[config.mk]
export PLATFORM = sky130hd
export DESIGN_NAME = acp_converter_ctrl
export DESIGN_NICKNAME = d
export VERILOG_FILES = /design/src/rtl/acp_pkg.sv /design/src/rtl/acp_sar_core.sv /design/src/rtl/acp_converter_ctrl.sv
export SDC_FILE = /design/constraint.sdc
export NUM_CORES = 1
export LEC_CHECK = 0
export ABC_AREA = 1
export BUFFER_PORTS_ARGS = -buffer_cell sky130_fd_sc_hd__buf_4
export CAP_MARGIN = 10
export CORE_UTILIZATION = 40
export CTS_CLUSTER_DIAMETER = 60
export DETAILED_ROUTE_END_ITERATION = 7
export GPL_ROUTABILITY_DRIVEN = 0
export PLACE_DENSITY_LB_ADDON = 0.05
export SYNTH_ARGS = -nofsm -noshare
export SYNTH_HDL_FRONTEND = slang
export SYNTH_SLANG_ARGS = --single-unit
[constraint.sdc]
create_clock -name sys_clk_i -period 117.6 [get_ports sys_clk_i]
set_input_delay 11.76 -clock sys_clk_i [delete_from_list [all_inputs] [get_ports sys_clk_i]]
set_output_delay 11.76 -clock sys_clk_i [all_outputs]
set_load 0.005 [all_outputs]
[src/rtl/acp_pkg.sv]
package acp_pkg;

	// Register addresses on the plain port.
	localparam logic [3:0] ADDR_MAIN_CONTROL  = 4'h0;
	localparam logic [3:0] ADDR_REF_PIN_CFG   = 4'h1;
	localparam logic [3:0] ADDR_TIMING_FORMAT = 4'h2;
	localparam logic [3:0] ADDR_RESULT_HIGH   = 4'h3;
	localparam logic [3:0] ADDR_RESULT_LOW    = 4'h4;
	localparam logic [3:0] ADDR_IRQ_STATUS    = 4'h5;
	localparam logic [3:0] ADDR_IRQ_ENABLE    = 4'h6;
	localparam logic [3:0] ADDR_IRQ_CLEAR     = 4'h7;

	// Field positions of the main control register.
	localparam int BIT_CONVERTER_ON = 0;
	localparam int BIT_GO_BUSY      = 1;
	localparam int CHS_LSB          = 2;
	localparam int CHS_MSB          = 5;

	// Field positions of the reference and pin configuration register.
	localparam int PCFG_LSB       = 0;
	localparam int PCFG_MSB       = 3;
	localparam int BIT_POS_REF    = 4;
	localparam int BIT_NEG_REF    = 5;

	// Writable bit mask shared by both control registers.
	localparam logic [7:0] CTRL_WRITE_MASK = 8'h3f;

	// Interrupt status layout.
	localparam int IRQ_DONE_BIT = 0;

	// Channel codes.
	localparam logic [3:0] CHS_LAST_IMPL   = 4'hc;
	localparam logic [3:0] CHS_SMALL_FIRST = 4'h5;
	localparam logic [3:0] CHS_SMALL_LAST  = 4'h7;

	// Pin configuration decoding.
	localparam logic [3:0] PCFG_FIRST_DIGITAL = 4'h3;
	localparam logic [3:0] PCFG_RESET_ANALOG  = 4'h0;
	localparam logic [3:0] PCFG_RESET_DIGITAL = 4'h7;

	// Converter geometry.
	localparam int NUM_INPUTS  = 13;
	localparam int RESULT_BITS = 12;

	// Conversion time: one sample step, one approximation step per bit, plus one final load step.
	localparam int STEP_TIME_NS   = 16;
	localparam int CLK_PERIOD_NS  = 4;
	localparam int STEP_CYCLES    = (STEP_TIME_NS + CLK_PERIOD_NS - 1) / CLK_PERIOD_NS;

	typedef enum logic [1:0] {
		ACP_IDLE,
		ACP_SAMPLE,
		ACP_APPROX
	} acp_state_t;

endpackage

[src/rtl/acp_sar_core.sv]
`timescale 1ns/1ps
`default_nettype none

module acp_sar_core #(
	parameter int RES_BITS   = 12,
	parameter int STEP_COUNT = 4
) (
	// Clock and reset.
	input  wire logic                sys_clk_i,
	input  wire logic                reset_i,
	// Control.
	input  wire logic                start_i,
	input  wire logic                abort_i,
	input  wire logic [RES_BITS-1:0] sample_i,
	input  wire logic [RES_BITS-1:0] neg_ref_i,
	input  wire logic [RES_BITS-1:0] pos_ref_i,
	// Results.
	output logic                     busy_o,
	output logic                     done_o,
	output logic [RES_BITS-1:0]      result_o
);

	localparam int BW = $clog2(RES_BITS + 1);
	localparam int SW = $clog2(STEP_COUNT + 1);

	acp_pkg::acp_state_t  state_reg, state_next;
	logic [RES_BITS-1:0]  trial_reg, trial_next;
	logic [RES_BITS-1:0]  sample_reg, sample_next;
	logic [RES_BITS-1:0]  result_reg, result_next;
	logic [BW-1:0]        bit_reg, bit_next;
	logic [SW-1:0]        step_reg, step_next;
	logic                 done_reg, done_next;

	// Maps the sample into the span between the two references.
	function automatic logic [RES_BITS-1:0] scale(input logic [RES_BITS-1:0] v,
			input logic [RES_BITS-1:0] lo, input logic [RES_BITS-1:0] hi);
		logic [2*RES_BITS-1:0] num;
		logic [RES_BITS-1:0]   span;
		num  = '0;
		span = hi - lo;
		if (v <= lo)
			return '0;
		if (v >= hi || span == '0)
			return '1;
		num = (2*RES_BITS)'(v - lo) << RES_BITS;
		num = num / (2*RES_BITS)'(span);
		return num[RES_BITS-1:0];
	endfunction

	always_comb begin
		state_next  = state_reg;
		trial_next  = trial_reg;
		sample_next = sample_reg;
		result_next = result_reg;
		bit_next    = bit_reg;
		step_next   = step_reg;
		done_next   = 1'b0;
		if (abort_i) begin
			state_next = acp_pkg::ACP_IDLE;
		end else begin
			unique case (state_reg)
				acp_pkg::ACP_IDLE: begin
					if (start_i) begin
						sample_next = scale(sample_i, neg_ref_i, pos_ref_i);
						trial_next  = '0;
						bit_next    = BW'(RES_BITS);
						step_next   = '0;
						state_next  = acp_pkg::ACP_SAMPLE;
					end
				end
				acp_pkg::ACP_SAMPLE: begin
					step_next = step_reg + 1'b1;
					if (step_reg == SW'(STEP_COUNT - 1)) begin
						step_next  = '0;
						state_next = acp_pkg::ACP_APPROX;
					end
				end
				acp_pkg::ACP_APPROX: begin
					step_next = step_reg + 1'b1;
					if (step_reg == SW'(STEP_COUNT - 1)) begin
						step_next = '0;
						if (bit_reg == '0) begin
							result_next = trial_reg;
							done_next   = 1'b1;
							state_next  = acp_pkg::ACP_IDLE;
						end else begin
							if ((trial_reg | (RES_BITS'(1) << (bit_reg - 1'b1))) <= sample_reg)
								trial_next = trial_reg | (RES_BITS'(1) << (bit_reg - 1'b1));
							bit_next = bit_reg - 1'b1;
						end
					end
				end
			endcase
		end
	end

	always_ff @(posedge sys_clk_i) begin
		if (reset_i) begin
			state_reg  <= acp_pkg::ACP_IDLE;
			trial_reg  <= '0;
			sample_reg <= '0;
			result_reg <= '0;
			bit_reg    <= '0;
			step_reg   <= '0;
			done_reg   <= 1'b0;
		end else begin
			state_reg  <= state_next;
			trial_reg  <= trial_next;
			sample_reg <= sample_next;
			result_reg <= result_next;
			bit_reg    <= bit_next;
			step_reg   <= step_next;
			done_reg   <= done_next;
		end
	end

	assign busy_o   = (state_reg != acp_pkg::ACP_IDLE);
	assign done_o   = done_reg;
	assign result_o = result_reg;

endmodule // acp_sar_core

`default_nettype wire

[src/rtl/acp_converter_ctrl.sv]
// Decided for this implementation: strobed register access and the register addresses.
`timescale 1ns/1ps
`default_nettype none

// Notes on behaviour
// - Bits 5..2 select channel; codes 0..12 route inputs 0..12.
// - Codes 13..15 have no input; conversion returns the floating input value.
// - Small variant treats codes 5..7 as unimplemented too.
// - Thirteen inputs on large variant, ten on small, one shared converter.
// - Each conversion yields a 12-bit unsigned result.
// - Bit 1 reads 1 during conversion, 0 when idle, while enabled; if a start lands in the core_done cycle, it reads 0 for one cycle.
// - Bit 0 powers the converter; clearing it disables the module.
// - Bits 7..6 of both control registers ignore writes, read zero.
// - Bit 5 of second register: 1 uses input two as negative reference.
// - Bit 4 of second register: 1 uses input three as positive reference.
// - Pin config 0..2 all analog; each step from 3 makes one more digital.
// - Reset loads pin config 0 or 7 per the port-B analog default strap.
// - On completion load results, clear busy bit, set done flag.
// - Reset restores all registers, turns module off, aborts conversion.
module acp_converter_ctrl #(
	parameter int          NUM_INPUTS   = acp_pkg::NUM_INPUTS,
	parameter int          RES_BITS     = acp_pkg::RESULT_BITS,
	parameter bit          SMALL_VARIANT = 1'b0,
	parameter logic [11:0] FLOAT_VALUE  = 12'h800
) (
	// Clock and reset.
	input  wire logic                 sys_clk_i,
	input  wire logic                 reset_i,
	// Register port.
	input  wire logic [3:0]           reg_addr_i,
	input  wire logic [7:0]           reg_wdata_i,
	input  wire logic                 reg_write_i,
	input  wire logic                 reg_read_i,
	output logic [7:0]                reg_rdata_o,
	// Configuration strap.
	input  wire logic                 portb_analog_default_i,
	// Analog inputs as digitised levels.
	input  wire logic [NUM_INPUTS*RES_BITS-1:0] analog_level_i,
	// Status towards the pins and system.
	output logic [NUM_INPUTS-1:0]     pin_is_analog_o,
	output logic                      converter_powered_o,
	output logic                      irq_o
);

	logic [7:0]          main_ctrl_reg, main_ctrl_next;
	logic [7:0]          ref_pin_reg, ref_pin_next;
	logic [7:0]          timing_reg, timing_next;
	logic [RES_BITS-1:0] result_reg, result_next;
	logic [7:0]          irq_status_reg, irq_status_next;
	logic [7:0]          irq_enable_reg, irq_enable_next;
	logic [7:0]          rdata_reg, rdata_next;
	logic [NUM_INPUTS-1:0] pin_analog_reg, pin_analog_next;
	logic                powered_reg, powered_next;
	logic                irq_reg, irq_next;
	logic                strap_meta_reg, strap_sync_reg;
	logic                strap_load_reg;
	logic                start_pulse;
	logic                core_busy;
	logic                core_done;
	logic [RES_BITS-1:0] core_result;
	logic [RES_BITS-1:0] sel_level;
	logic [RES_BITS-1:0] neg_level;
	logic [RES_BITS-1:0] pos_level;
	logic [3:0]          chs;
	logic [3:0]          pcfg;

	// Reports whether a channel code reaches a real input.
	function automatic logic channel_present(input logic [3:0] code);
		if (code > acp_pkg::CHS_LAST_IMPL)
			return 1'b0;
		if (SMALL_VARIANT && code >= acp_pkg::CHS_SMALL_FIRST &&
				code <= acp_pkg::CHS_SMALL_LAST)
			return 1'b0;
		return 1'b1;
	endfunction

	// Picks the level of one input from the flat bundle.
	function automatic logic [RES_BITS-1:0] input_level(input logic [3:0] code);
		return analog_level_i[code*RES_BITS +: RES_BITS];
	endfunction

	// Turns the pin configuration code into a per-input analog mask.
	function automatic logic [NUM_INPUTS-1:0] pin_mask(input logic [3:0] code);
		logic [NUM_INPUTS-1:0] m;
		int                    digital;
		m       = '1;
		digital = 0;
		if (code >= acp_pkg::PCFG_FIRST_DIGITAL)
			digital = int'(code - acp_pkg::PCFG_FIRST_DIGITAL) + 1;
		for (int i = 0; i < NUM_INPUTS; i++) begin
			if (i >= NUM_INPUTS - digital)
				m[i] = 1'b0;
		end
		return m;
	endfunction

	assign chs  = main_ctrl_reg[acp_pkg::CHS_MSB:acp_pkg::CHS_LSB];
	assign pcfg = ref_pin_reg[acp_pkg::PCFG_MSB:acp_pkg::PCFG_LSB];

	// Input multiplexer and reference selection.
	always_comb begin
		sel_level = FLOAT_VALUE;
		if (channel_present(chs))
			sel_level = input_level(chs);
		neg_level = '0;
		if (ref_pin_reg[acp_pkg::BIT_NEG_REF])
			neg_level = input_level(4'h2);
		pos_level = '1;
		if (ref_pin_reg[acp_pkg::BIT_POS_REF])
			pos_level = input_level(4'h3);
	end

	// A start is taken only with the module on and the converter idle.
	assign start_pulse = reg_write_i && reg_addr_i == acp_pkg::ADDR_MAIN_CONTROL &&
		reg_wdata_i[acp_pkg::BIT_GO_BUSY] && reg_wdata_i[acp_pkg::BIT_CONVERTER_ON] &&
		main_ctrl_reg[acp_pkg::BIT_CONVERTER_ON] && !core_busy;

	acp_sar_core #(
		.RES_BITS   (RES_BITS),
		.STEP_COUNT (acp_pkg::STEP_CYCLES)
	) u_core (
		.sys_clk_i (sys_clk_i),
		.reset_i   (reset_i),
		.start_i   (start_pulse),
		.abort_i   (!main_ctrl_reg[acp_pkg::BIT_CONVERTER_ON]),
		.sample_i  (sel_level),
		.neg_ref_i (neg_level),
		.pos_ref_i (pos_level),
		.busy_o    (core_busy),
		.done_o    (core_done),
		.result_o  (core_result)
	);

	// Register file, interrupt logic and read data.
	always_comb begin
		main_ctrl_next  = main_ctrl_reg;
		ref_pin_next    = ref_pin_reg;
		timing_next     = timing_reg;
		result_next     = result_reg;
		irq_status_next = irq_status_reg;
		irq_enable_next = irq_enable_reg;
		rdata_next      = '0;
		if (reg_write_i) begin
			unique case (reg_addr_i)
				acp_pkg::ADDR_MAIN_CONTROL:
					main_ctrl_next = reg_wdata_i & acp_pkg::CTRL_WRITE_MASK;
				acp_pkg::ADDR_REF_PIN_CFG:
					ref_pin_next = reg_wdata_i & acp_pkg::CTRL_WRITE_MASK;
				acp_pkg::ADDR_TIMING_FORMAT:
					timing_next = reg_wdata_i;
				acp_pkg::ADDR_IRQ_ENABLE:
					irq_enable_next = reg_wdata_i;
				acp_pkg::ADDR_IRQ_CLEAR:
					irq_status_next = irq_status_reg & ~reg_wdata_i;
				default: ;
			endcase
		end
		// The busy bit follows the converter, never the stored write value.
		main_ctrl_next[acp_pkg::BIT_GO_BUSY] = start_pulse ||
			(core_busy && !core_done && main_ctrl_next[acp_pkg::BIT_CONVERTER_ON]);
		if (core_done) begin
			result_next = core_result;
			main_ctrl_next[acp_pkg::BIT_GO_BUSY] = 1'b0;
			irq_status_next[acp_pkg::IRQ_DONE_BIT] = 1'b1;
		end
		if (reg_read_i) begin
			unique case (reg_addr_i)
				acp_pkg::ADDR_MAIN_CONTROL:  rdata_next = main_ctrl_reg;
				acp_pkg::ADDR_REF_PIN_CFG:   rdata_next = ref_pin_reg;
				acp_pkg::ADDR_TIMING_FORMAT: rdata_next = timing_reg;
				acp_pkg::ADDR_RESULT_HIGH:   rdata_next = 8'(result_reg >> 8);
				acp_pkg::ADDR_RESULT_LOW:    rdata_next = result_reg[7:0];
				acp_pkg::ADDR_IRQ_STATUS:    rdata_next = irq_status_reg;
				acp_pkg::ADDR_IRQ_ENABLE:    rdata_next = irq_enable_reg;
				default:                     rdata_next = '0;
			endcase
		end
		pin_analog_next = pin_mask(pcfg);
		powered_next    = main_ctrl_reg[acp_pkg::BIT_CONVERTER_ON];
		irq_next        = |(irq_status_reg & irq_enable_reg);
	end

	// Strap synchroniser and one-shot load just after reset release.
	always_ff @(posedge sys_clk_i) begin
		strap_meta_reg <= portb_analog_default_i;
		strap_sync_reg <= strap_meta_reg;
		if (reset_i)
			strap_load_reg <= 1'b1;
		else
			strap_load_reg <= 1'b0;
	end

	always_ff @(posedge sys_clk_i) begin
		if (reset_i) begin
			main_ctrl_reg  <= '0;
			ref_pin_reg    <= '0;
			timing_reg     <= '0;
			result_reg     <= '0;
			irq_status_reg <= '0;
			irq_enable_reg <= '0;
			rdata_reg      <= '0;
			pin_analog_reg <= '0;
			powered_reg    <= 1'b0;
			irq_reg        <= 1'b0;
		end else begin
			main_ctrl_reg  <= main_ctrl_next;
			ref_pin_reg    <= ref_pin_next;
			if (strap_load_reg)
				ref_pin_reg[acp_pkg::PCFG_MSB:acp_pkg::PCFG_LSB] <= strap_sync_reg ?
					acp_pkg::PCFG_RESET_ANALOG : acp_pkg::PCFG_RESET_DIGITAL;
			timing_reg     <= timing_next;
			result_reg     <= result_next;
			irq_status_reg <= irq_status_next;
			irq_enable_reg <= irq_enable_next;
			rdata_reg      <= rdata_next;
			pin_analog_reg <= pin_analog_next;
			powered_reg    <= powered_next;
			irq_reg        <= irq_next;
		end
	end

	assign reg_rdata_o         = rdata_reg;
	assign pin_is_analog_o     = pin_analog_reg;
	assign converter_powered_o = powered_reg;
	assign irq_o               = irq_reg;

endmodule // acp_converter_ctrl

`default_nettype wire

==> impl_metrics.tcl <==
set metrics [dict create \
    drt_first_pass_iters 5 \
    netlist.area_leader.share_pct 16.13 \
    worstReg2RegStart "main_ctrl_reg[2]" \
    port_buffers 195 \
    cp.arrival_ns 64.05 \
    std_cell_rows 85 \
    syn_area_um2 21720 \
    place_area_um2 23670 \
    fin_area_um2 24220 \
    fin_setup_tns_ns 0 \
    wirelength_met1_mm 32.41 \
    rsz0062_at_grt "no" \
    n_fill_cell 5672 \
    antenna_found_initial 2 \
    drive_above_1_share_pct 13.44 \
    slew_viol_final 0 \
    stdcell_count 4329 \
    grt_pass1_vias 22042 \
    yosys_register_bits 120 \
    min_from "strap_meta_reg" \
    skew_ns 0.01293 \
    grtUsageTotal_pct 24.26 \
    finish.utilization_pct 45.09 \
    syn_avg_cell_area_um2 6.236 \
    worst_pin_slew_ns 1.082 \
    yosysSeqAreaShare_pct 11.06 \
    core_um2 53710 \
    path_clk_slew_ns 0.06 \
    worstSetupPathType "primary input to flop" \
    fin_crit_ns 63.78 \
    synthTopCellsByArea "ha_1, nand2_1, dfxtp_1" \
    async_flop_share_pct 0 \
    clk_latency_ns 0.41 \
    cpMostUsedCell "nand2_1" \
    dp_cells 4295 \
    endpoint "u_core.sample_reg[0]" \
    postCtsSetupBuffers 0 \
    startpoint "analog_level_i[112]" \
    cts-root-buf "clkbuf_16" \
    htreeDepth 4 \
    multi_input_area_um2 17170 \
    synthCells 3483 \
    max_slew_margin_pct 27.78 \
    finalHoldViolations 0 \
    post-dp-hpwl_mm 54.01 \
    hold_class "flop to flop" \
    max_stage_delay_ns 0.88 \
    fin_nets 4074 \
    synthFlopType "dfxtp_1" \
    wl_mm 68.23 \
    drc 0 \
    dr_total_vias 23031 \
    grt_pass1_wl_mm 112.0 \
    cp.required_ns 117.87 \
    start_kind "primary input" \
    synth.distinct_cells 74 \
    cts_max_path_buffers 2 \
    hold_buffers 0 \
    route.met3.wl_mm 2.511 \
    rr_endpoint "u_core.sample_reg[0]" \
    wire_per_inst_um 15.76 \
    cts_sinks 120 \
    synthDominantAreaCellType "ha_1" \
    synth_fp_nets 3939 \
    grt_max_degree 75 \
    fmax_mhz 15.68 \
    maxCapViolations 0 \
    top_layer_used "met4" \
    synth_common_cells "nand2_1, inv_1, nor2_1" \
    die_height_um 235.0 \
    antenna_left 0 \
    synth_warnings 0 \
    cts_resized 0 \
    io_pins 196 \
    timing.critical_path.fanout_max 25 \
    numCtsBuffers 17 \
    r2r_cells 332 \
    die-area_um2 55240 \
    start_util_pct 40.44 \
    wl_met2_mm 31.78 \
    critPathSlowestCell "a2111oi_0" \
    routed_via_density 5.320 \
    end_kind "flop" \
    register_area_um2 2404 \
    status "completed" \
    drt_iter0_markers 1466 \
    die_x_um 235.0 \
    finalSetupViolations 0 \
    largest_reg_flops 13 \
    reg2reg_slack_ns 63.81 \
    synth_edf_count 0 \
    yosysMostFrequentCell "nand2_1" \
    finalCritPeriodShare_pct 54.24 \
    area_growth_pct 11.50 \
    cts_tree "done" \
    grt_overflow 0 \
]
worst max-delay path, delay by kind of cell:
| family | cells | cell delay [ns] |
|---|---|---|
| AO/OA/AOI/OAI | 129 | 23.89 |
| XOR/XNOR | 1 | 0.18 |
| AND/OR/NAND/NOR | 139 | 16.15 |
| adder cells (fa/ha/maj) | 25 | 8.11 |
| buffers and inverters | 36 | 3.83 |
layout make-up:
class / instances / area share, %
flip-flops and latches: 120 / 9.924
inverters: 441 / 6.886
clock buffers: 20 / 1.844
repair buffers: 208 / 6.447
clock inverters: 12 / 0.3875
well taps: 696 / 3.596
diodes: 2 / 0.02066
multi-input cells: 2830 / 70.89
layer usage:
| metal | up-vias | global-route usage [%] |
|---|---|---|
| met5 | - | 0 |
| li1 | 12001 | - |
| met3 | 92 | 2.115 |
| met4 | 0 | 6.320 |
| met1 | 10413 | 31.85 |
| met2 | 525 | 42.35 |
kinds of logic (layout without fill, tap and decap cells):
logic type                 Yosys count  count (layout)  share of synthesized area, %
DFF                                120             120                         11.06
adders and majority gates          283             283                         16.41
and+or+nand+nor                   1531            1531                         32.86
other                                0               2                             0
muxes                                1               1                       0.04608
xor gates and xnor gates           191             191                         7.857
AOI/OAI and AO/OA                  824             824                         21.79
buffers and inverters              533             681                         9.983
cell usage in the layout, fill, tap and decap left out, types with 30 or more instances in the layout:
cell type and n:
a21o_1 36, a21oi_1 239, buf_4 208, dfxtp_1 119, ha_1 279, inv_1 406
inv_2 31, nand2_1 708, nand2_2 69, nand3_1 191, nand4_1 56, nor2_1 332
o21ai_0 331, o21ai_1 36, o21bai_1 30, o22ai_1 34, xnor2_1 98, xor2_1 90
stage by stage:
step           hold slack (ns)  worst slack [ns]
2_1_floorplan           0.3096             60.34
3_3_place_gp            0.3205             56.15
3_5_place_dp            0.3164             53.76
4_1_cts                 0.3330             54.04
5_1_grt                 0.3541             47.50
6_report                0.3296             53.82
worst min path at each step:
stage | end | cells after the start
after floorplan | strap_sync_reg | 0
after global placement | strap_sync_reg | 0
after detailed placement | strap_sync_reg | 0
after CTS | strap_sync_reg | 0
after global routing | strap_sync_reg | 0
final | strap_sync_reg | 0
Power is left out: the tool's default activity adds up to more than one toggle a clock period on the data nets, which glitch-free logic cannot reach.
